`src/design/rxl_map.svh`:
```
// Purpose: offsets, field positions, reset values and timing counts of the rx lock control
// Assumes: 32-bit APB, pclk at 250 MHz
// Notes:   definitions only
`ifndef RXL_MAP_SVH
`define RXL_MAP_SVH

// ************************************************************
// register byte offsets
// ************************************************************
`define RXL_OFS_CTRL       8'h00
`define RXL_OFS_STATUS     8'h04
`define RXL_OFS_INT_STAT   8'h08
`define RXL_OFS_INT_MASK   8'h0c

// ************************************************************
// field positions
// ************************************************************
`define RXL_CTRL_REF_FREQ  0
`define RXL_CTRL_MUTE_EN   1
`define RXL_CTRL_POLARITY  2
`define RXL_ST_LOSS        0
`define RXL_ST_LOCKED      1
`define RXL_ST_HOST        2
`define RXL_ST_STATE_LO    4
`define RXL_INT_LOSS       0
`define RXL_INT_LOCK_LOST  1
`define RXL_INT_LOCK_GAIN  2

// ************************************************************
// reset values
// ************************************************************
`define RXL_CTRL_RESET     3'h0
`define RXL_MASK_RESET     3'h0

// ************************************************************
// timing and ratios
// ************************************************************
`define RXL_CLK_MHZ        250
`define RXL_SETTLE_NS      1000
`define RXL_SETTLE_CYC     ((`RXL_SETTLE_NS * `RXL_CLK_MHZ) / 1000)
`define RXL_MULT_LOW_REF   6'h20
`define RXL_MULT_HIGH_REF  6'h10
`define RXL_DESER_WIDTH    4

`endif

```
`src/design/rxl_pkg.sv`:
```
// Purpose: types of the rx lock control
// Assumes: nothing
// Notes:   constants live in rxl_map.svh
package rxl_pkg;

  typedef enum logic [1:0] {
    RXL_ST_REF_ACQ,
    RXL_ST_DATA_ACQ,
    RXL_ST_LOCKED
  } rxl_state_e;

  typedef struct packed {
    logic polarity;
    logic mute_en;
    logic ref_freq;
  } rxl_cfg_s;

  typedef struct packed {
    logic lock_gain;
    logic lock_lost;
    logic loss;
  } rxl_evt_s;

endpackage

```
`src/design/rxl_lock_ctrl.sv`:
```
// Purpose: receive signal detect, recovery loop lock sequencing, loss output and data mute
// Assumes: analog loop reports reference lock and recovered-frequency tolerance as levels
// Notes:   serial_rx_in is one recovered bit per pclk; APB slave, zero wait states
//
// Local design decisions: the APB register port and the register offsets.
`timescale 1ns/100ps
`include "rxl_map.svh"

// Summary of operation
// - strap low selects pin configuration; strap high selects register configuration.
// - both configuration sources drive the same logic; settings source differs, and the status loss bit reads 0 in pin mode.
// - reference select 0 picks low reference, 1 picks doubled reference.
// - error-correction references keep the same ratio; the other party supplies them.
// - recovered bits are gathered into 4-bit parallel words at quarter rate.
// - parallel receive clock is the bit clock divided by four.
// - after reset, loss of signal or loss of lock, retrain on reference.
// - first lock to reference, only then try to follow incoming data.
// - recovered frequency out of tolerance returns to reference and drops lock flag.
// - parallel receive clock keeps running during loss of lock or signal.
// - signal detect showing absence also declares loss of lock.
// - signal present and frequency in tolerance resumes tracking and raises lock flag.
// - loss condition is signal detect xor polarity, feeding output, loop and mute.
// - loss output high while signal absent; host mode status updated too.
// - with mute enabled, data outputs are zero throughout a loss condition.
// - polarity 0 means detect low is presence, polarity 1 means detect high.
module rxl_lock_ctrl
  import rxl_pkg::*;
(
  input  wire logic        pclk,
  input  wire logic        presetn,
  input  wire logic        psel,
  input  wire logic        penable,
  input  wire logic        pwrite,
  input  wire logic [7:0]  paddr,
  input  wire logic [31:0] pwdata,
  output logic             pready,
  output logic             pslverr,
  output logic [31:0]      prdata,
  input  wire logic        config_source_select,
  input  wire logic        pin_ref_freq_select,
  input  wire logic        pin_mute_on_loss_enable,
  input  wire logic        pin_polarity,
  input  wire logic        module_signal_detect,
  input  wire logic        serial_rx_in,
  input  wire logic        ref_train_ok,
  input  wire logic        rec_freq_ok,
  output logic             ref_freq_select,
  output logic [5:0]       pll_mult,
  output logic             loop_on_reference,
  output logic             recovery_locked_flag,
  output logic             signal_loss_out,
  output logic [3:0]       parallel_rx_data_out,
  output logic             parallel_rx_clock_out,
  output logic             irq
);

  localparam int unsigned SETTLE_CYC = `RXL_SETTLE_CYC;

  // ************************************************************
  // strap capture
  // ************************************************************
  logic        host_mode_reg;
  logic        host_mode_next;
  logic        strap_done_reg;
  logic        strap_done_next;

  // strap taken once after reset release, not under the async reset
  always_comb begin
    host_mode_next  = host_mode_reg;
    strap_done_next = 1'b1;
    if (!strap_done_reg) begin
      host_mode_next = config_source_select;
    end
  end

  always_ff @(posedge pclk or negedge presetn) begin
    if (!presetn) begin
      host_mode_reg  <= 1'b0;
      strap_done_reg <= 1'b0;
    end else begin
      host_mode_reg  <= host_mode_next;
      strap_done_reg <= strap_done_next;
    end
  end

  // ************************************************************
  // registers and APB
  // ************************************************************
  rxl_cfg_s    ctrl_reg;
  rxl_cfg_s    ctrl_next;
  rxl_evt_s    int_stat_reg;
  rxl_evt_s    int_stat_next;
  rxl_evt_s    int_mask_reg;
  rxl_evt_s    int_mask_next;
  logic [31:0] prdata_reg;
  logic [31:0] prdata_next;
  logic        err_reg;
  logic        err_next;
  logic        status_loss_reg;
  logic        status_loss_next;
  rxl_evt_s    evt;
  rxl_state_e  state_reg;
  rxl_state_e  state_next;
  logic        wr_en;
  logic        setup;
  logic        mapped;

  assign setup  = psel && !penable;
  assign wr_en  = psel && penable && pwrite;

  // ************************************************************
  // address decode
  // ************************************************************
  logic        hit_ctrl;
  logic        hit_status;
  logic        hit_int_stat;
  logic        hit_int_mask;

  always_comb begin
    hit_ctrl     = (paddr == `RXL_OFS_CTRL);
    hit_status   = (paddr == `RXL_OFS_STATUS);
    hit_int_stat = (paddr == `RXL_OFS_INT_STAT);
    hit_int_mask = (paddr == `RXL_OFS_INT_MASK);
    mapped       = hit_ctrl || hit_status || hit_int_stat || hit_int_mask;
  end

  // ************************************************************
  // control and mask registers
  // ************************************************************
  always_comb begin
    ctrl_next     = ctrl_reg;
    int_mask_next = int_mask_reg;
    if (wr_en && hit_ctrl) begin
      ctrl_next = pwdata[2:0];
    end
    if (wr_en && hit_int_mask) begin
      int_mask_next = pwdata[2:0];
    end
  end

  always_ff @(posedge pclk or negedge presetn) begin
    if (!presetn) begin
      ctrl_reg     <= `RXL_CTRL_RESET;
      int_mask_reg <= `RXL_MASK_RESET;
    end else begin
      ctrl_reg     <= ctrl_next;
      int_mask_reg <= int_mask_next;
    end
  end

  // ************************************************************
  // sticky interrupt status
  // ************************************************************
  always_comb begin
    int_stat_next = int_stat_reg;
    if (wr_en && hit_int_stat) begin
      int_stat_next = int_stat_reg & ~pwdata[2:0];
    end
    // a new event outranks a clear in the same cycle
    int_stat_next = int_stat_next | evt;
  end

  always_ff @(posedge pclk or negedge presetn) begin
    if (!presetn) begin
      int_stat_reg <= 3'h0;
    end else begin
      int_stat_reg <= int_stat_next;
    end
  end

  // ************************************************************
  // read data and error
  // ************************************************************
  always_comb begin
    prdata_next = prdata_reg;
    err_next    = err_reg;
    if (setup) begin
      err_next    = !mapped;
      prdata_next = 32'h0000_0000;
      if (!pwrite) begin
        unique case (paddr)
          `RXL_OFS_CTRL:     prdata_next[2:0] = ctrl_reg;
          `RXL_OFS_STATUS: begin
            prdata_next[`RXL_ST_LOSS]                        = status_loss_reg;
            prdata_next[`RXL_ST_LOCKED]                      = recovery_locked_flag;
            prdata_next[`RXL_ST_HOST]                        = host_mode_reg;
            prdata_next[`RXL_ST_STATE_LO+1:`RXL_ST_STATE_LO] = state_reg;
          end
          `RXL_OFS_INT_STAT: prdata_next[2:0] = int_stat_reg;
          `RXL_OFS_INT_MASK: prdata_next[2:0] = int_mask_reg;
          default:           prdata_next = 32'h0000_0000;
        endcase
      end
    end
  end

  always_ff @(posedge pclk or negedge presetn) begin
    if (!presetn) begin
      prdata_reg <= 32'h0000_0000;
      err_reg    <= 1'b0;
    end else begin
      prdata_reg <= prdata_next;
      err_reg    <= err_next;
    end
  end

  // read data and error are set up in the setup cycle, so no wait states
  assign pready  = 1'b1;
  assign prdata  = prdata_reg;
  assign pslverr = psel && penable && err_reg;
  assign irq     = |(int_stat_reg & int_mask_reg);

  // ************************************************************
  // configuration source and loss condition
  // ************************************************************
  rxl_cfg_s    cfg;
  logic        signal_loss_condition;

  always_comb begin
    // one settings word feeds every function, whatever its source
    if (host_mode_reg) begin
      cfg = ctrl_reg;
    end else begin
      cfg.polarity = pin_polarity;
      cfg.mute_en  = pin_mute_on_loss_enable;
      cfg.ref_freq = pin_ref_freq_select;
    end
  end

  // polarity 1: detect high means presence; polarity 0: detect low means presence
  assign signal_loss_condition = module_signal_detect ^ cfg.polarity;

  // both reference options give the same line rate, also at the error-correction rate
  assign ref_freq_select = cfg.ref_freq;
  assign pll_mult        = cfg.ref_freq ? `RXL_MULT_HIGH_REF : `RXL_MULT_LOW_REF;

  // ************************************************************
  // recovery loop lock sequencing
  // ************************************************************
  logic [15:0] settle_reg;
  logic [15:0] settle_next;
  logic        locked_reg;
  logic        locked_next;
  logic        loss_reg;
  logic        loss_next;

  always_comb begin
    state_next  = state_reg;
    settle_next = settle_reg;
    unique case (state_reg)
      RXL_ST_REF_ACQ: begin
        settle_next = 16'h0000;
        if (ref_train_ok && !signal_loss_condition) begin
          state_next = RXL_ST_DATA_ACQ;
        end
      end
      RXL_ST_DATA_ACQ: begin
        settle_next = settle_reg + 16'h0001;
        if (signal_loss_condition || !ref_train_ok) begin
          state_next = RXL_ST_REF_ACQ;
        end else if (settle_reg >= 16'(SETTLE_CYC - 1) && rec_freq_ok) begin
          state_next = RXL_ST_LOCKED;
        end else if (settle_reg >= 16'(SETTLE_CYC - 1)) begin
          state_next = RXL_ST_REF_ACQ;
        end
      end
      RXL_ST_LOCKED: begin
        settle_next = 16'h0000;
        if (signal_loss_condition || !rec_freq_ok) begin
          state_next = RXL_ST_REF_ACQ;
        end
      end
      default: state_next = RXL_ST_REF_ACQ;
    endcase
    locked_next      = (state_next == RXL_ST_LOCKED);
    loss_next        = signal_loss_condition;
    status_loss_next = host_mode_reg ? signal_loss_condition : 1'b0;
  end

  // one-cycle events for the sticky status; loss only on its rising edge
  always_comb begin
    evt.loss      = signal_loss_condition && !loss_reg;
    evt.lock_lost = locked_reg && !locked_next;
    evt.lock_gain = !locked_reg && locked_next;
  end

  always_ff @(posedge pclk or negedge presetn) begin
    if (!presetn) begin
      state_reg       <= RXL_ST_REF_ACQ;
      settle_reg      <= 16'h0000;
      locked_reg      <= 1'b0;
      loss_reg        <= 1'b0;
      status_loss_reg <= 1'b0;
    end else begin
      state_reg       <= state_next;
      settle_reg      <= settle_next;
      locked_reg      <= locked_next;
      loss_reg        <= loss_next;
      status_loss_reg <= status_loss_next;
    end
  end

  assign recovery_locked_flag = locked_reg;
  assign loop_on_reference    = !locked_reg;
  assign signal_loss_out      = loss_reg;

  // ************************************************************
  // deserializer, divider and mute
  // ************************************************************
  logic [1:0]  div_reg;
  logic [1:0]  div_next;
  logic [3:0]  shift_reg;
  logic [3:0]  shift_next;
  logic [3:0]  data_reg;
  logic [3:0]  data_next;
  logic        pclk_out_reg;
  logic        pclk_out_next;

  // divider free-runs so the framer never loses its clock
  always_comb begin
    div_next      = div_reg + 2'h1;
    pclk_out_next = div_next[1];
  end

  always_ff @(posedge pclk or negedge presetn) begin
    if (!presetn) begin
      div_reg      <= 2'h0;
      pclk_out_reg <= 1'b0;
    end else begin
      div_reg      <= div_next;
      pclk_out_reg <= pclk_out_next;
    end
  end

  // limitation: after a muted stretch zeros stand until the next word boundary
  always_comb begin
    shift_next    = {shift_reg[2:0], serial_rx_in};
    data_next     = data_reg;
    if (div_reg == 2'h3) begin
      // first bit of the word lands in the msb
      if (cfg.mute_en && signal_loss_condition) begin
        data_next = 4'h0;
      end else begin
        data_next = shift_next;
      end
    end else if (cfg.mute_en && signal_loss_condition) begin
      data_next = 4'h0;
    end
  end

  always_ff @(posedge pclk or negedge presetn) begin
    if (!presetn) begin
      shift_reg <= 4'h0;
      data_reg  <= 4'h0;
    end else begin
      shift_reg <= shift_next;
      data_reg  <= data_next;
    end
  end

  assign parallel_rx_data_out  = data_reg;
  assign parallel_rx_clock_out = pclk_out_reg;

endmodule

```
`config.mk`:
```
export PLATFORM = sky130hd
export DESIGN_NAME = rxl_lock_ctrl
export DESIGN_NICKNAME = d
export VERILOG_FILES = /design/src/design/rxl_pkg.sv /design/src/design/rxl_lock_ctrl.sv
export VERILOG_INCLUDE_DIRS = /design/src /design/src/design
export SDC_FILE = /design/constraint.sdc
export NUM_CORES = 1
export LEC_CHECK = 0
export BUFFER_PORTS_ARGS = -buffer_cell sky130_fd_sc_hd__buf_2
export CORE_UTILIZATION = 41
export CTS_CLUSTER_SIZE = 8
export DETAILED_ROUTE_END_ITERATION = 10
export PLACE_DENSITY = 0.7
export SLEW_MARGIN = 40
export SYNTH_ARGS = -nofsm -noshare
export SYNTH_HDL_FRONTEND = slang
export SYNTH_SLANG_ARGS = --single-unit
```
`constraint.sdc`:
```
create_clock -name pclk -period 3.61 [get_ports pclk]
set_input_delay 0.722 -clock pclk [delete_from_list [all_inputs] [get_ports pclk]]
set_output_delay 0.722 -clock pclk [all_outputs]
set_load 0.01 [all_outputs]
```
==> metrics.yaml <==
run_status:
  status: "finished clean"
power:
  clkPwrFrac: 0.379
  ir_drop_v: 0.000207
  p_leak_nw: 1.36
  power.net_switching_mw: 0.258
  p_comb_frac: 0.098
  power_density_nw_per_um2: 383
  power_mw: 1.06
  seqPwrFrac: 0.523
  switching_share: 0.243
  p_int_mw: 0.805
final_layout:
  synthToLayoutAreaGrowth_pct: 8.73
  finalNetCount: 337
  fillCellCount: 568
  largest_reg_flops: 16
  drive_gt1_frac: 0.224
  antennaDiodeCount: 0
worst_setup_path:
  cp.required_ns: 3.80
  rr_worst_depth: 4
  path_class: "input pin to flop"
  r2r-end: "int_stat_reg[1]$_DFF_PN0_"
  worstSetupStartpointType: "input pin"
  r2r_setup_slack_ns: 1.57
  cp.arrival_ns: 2.28
  critPathLaunch: "paddr[5]"
  r2r_start: "state_reg[0]$_DFF_PN0_"
  cp_max_fo: 5
  end_kind: "flop"
routing:
  dr.pass1.iters: 4
  routed_wl_um: 4630
  ant_nets: 0
  drc: 0
  wire_per_inst_um: 13.0
  first_iter_violations: 72
  vias: 1796
  viasPerCell: 5.04
grt:
  grt_usage: 0.156
  overflow: 0
  grt_max_degree: 48
  grt_pass1_vias: 1747
  grt_antenna_before_repair: 0
  grt_pass1_wl_um: 7790
cts:
  post-cts-setup-buffer-count: 0
  htree_levels: 2
  root_buffer: "clkbuf_8"
  clk_path_buf_depth: 2
  clk_pin_slew_worst_paths_ns: 0.09
  post_cts_resized: 0
  clk_latency_ns: 0.31
  cts_buffers: 5
  ctsHoldBuffers: 0
  clkSinkCount: 47
  cts_tree: "done"
floorplan:
  die_area_um2: 6540
  rows: 28
  core_area_um2: 5960
  die_h_um: 80.9
  die_w_um: 80.9
  io_pins: 103
  initial_utilization: 0.428
place:
  place_ws_ns: 1.21
  io_buffers: 41
  place.gp.congestion: 0.797
  dp_hpwl_um: 3380
sta:
  fin_ws_ns: 1.51
  worst_slew_pin_slew_ns: 0.605
  rsz0062_at_grt: "false"
  whs_ns: 0.389
  finalSetupTns_ns: 0
  fin_skew_ns: 0.00886
  slew_violations: 0
  hold_violations: 0
  fmax_ghz: 0.477
  post-route-period-util: 0.581
  min_period_ns: 2.10
  worst_slew_margin_rel: 0.596
  setup_viol: 0
yosys:
  ys_seq_area_frac: 0.461
  syn-cell-area_um2: 2550
  synth-edff-count: 0
  syn_avg_cell_area_um2: 10.5
  async_flop_share: 1.00
  yosysWarnings: 0
  synth-main-ff-cell: "dfrtp_1"
  synthCells: 243
  synth_cell_types: 53
  ys_seq_elements: 47
worst_hold_path:
  hold_depth: 0
  min_from: "shift_reg[0]$_DFF_PN0_"
  worst_hold_path_type: "flop to flop"
  hold_end: "shift_reg[1]$_DFF_PN0_"
job:
  max-cap-violations: 0
[per-stage QoR]
step                utilization  instances  instance area (um2)
finish                    0.466        356                 2770
global route              0.466        356                 2770
CTS                       0.466        356                 2770
detailed placement        0.446        348                 2660
global placement          0.446        348                 2650
floorplan                     -        274                 2670
[cell usage in the layout (no fill, tap or decap), types with 3 or more instances in the layout]
cell      count
a21oi_1      10
and3_1        3
buf_2        40
clkbuf_8      6
conb_1       33
dfrtp_1      47
ha_1          4
inv_1        13
mux2_1        3
mux2_2        4
mux2i_1       8
nand2_1      12
nand2b_1      5
nand3_1       8
nor2_1       18
o21ai_0       7
o31ai_1       6
or4_1         8
xnor2_1       3
xor2_1        6
[cell families after synthesis]
| group | share of synthesized area |
|---|---|
| adder cells (fa/ha/maj) | 0.0196 |
| flip-flops | 0.461 |
| buffers and inverters | 0.143 |
| XOR/XNOR | 0.0309 |
| other | 0.00294 |
| multiplexers | 0.0902 |
| AND/OR/NAND/NOR | 0.166 |
| AO/OA/AOI/OAI | 0.0858 |
[worst max-delay path, cell delays in order]
cell     delay, ns
buf_2         0.10
nor4_2        0.46
nand3_1       0.22
or3_1         0.43
mux2_1        0.34
[routing by layer]
layer / global-route usage / vias to the layer above / wire (um)
li1: - / 852 / -
met1: 0.185 / 877 / 2070
met2: 0.274 / 63 / 2240
met3: 0.0438 / 4 / 285
met4: 0.0482 / 0 / 40
met5: 0 / - / 0
[power groups by stage]
stage / logic (mW) / clock network [mW] / registers [mW]
after floorplan: 0.0913 / 0 / 0.565
after global placement: 0.102 / 0 / 0.566
after detailed placement: 0.106 / 0 / 0.567
after CTS: 0.106 / 0.414 / 0.556
after global routing: 0.119 / 0.429 / 0.559
final: 0.104 / 0.403 / 0.556
[synthesized netlist by cell type, types with 2 or more instances]
master    number  area [um2]
and3_1         3        18.8
mux2_1         3        33.8
mux2_2         4        45.0
nand2b_1       5        31.3
xnor2_1        3        26.3
conb_1         2        7.51
or4_1          8        60.1
dfrtp_1       47        1180
ha_1           4        50.1
xor2_1         6        52.6
o31ai_1        6        45.0
nand3_1        8        40.0
nor2_1        18        67.6
or3_1          2        12.5
o41ai_1        2        17.5
nor2b_1        2        12.5
o21ai_0        7        35.0
nor3_1         2        10.0
mux2i_1        8        80.1
buf_4         34         255
nand2_1       12        45.0
a21oi_1       10        50.1
clkbuf_1       3        11.3
inv_1         13        48.8
mux4_2         2        45.0
nand4_1        2        12.5
[how the worst max path moves through the flow]
stage,to,depth (start not counted)
after global placement,ctrl_reg[1]$_DFFE_PN0P_,5
after global routing,ctrl_reg[2]$_DFFE_PN0P_,5
final,ctrl_reg[1]$_DFFE_PN0P_,5
after CTS,ctrl_reg[1]$_DFFE_PN0P_,5
after floorplan,ctrl_reg[0]$_DFFE_PN0P_,4
after detailed placement,ctrl_reg[1]$_DFFE_PN0P_,5
[cell type report]
type,instances,area (um2),area share
inverters,14,52.6,0.0189
repair buffers,41,208,0.0749
well taps,75,93.8,0.0338
clock inverters,2,35.0,0.0126
flip-flops and latches,47,1180,0.424
clock buffers,6,82.6,0.0298
multi-input cells,171,1130,0.406
(Power assumes the default switching activity.)
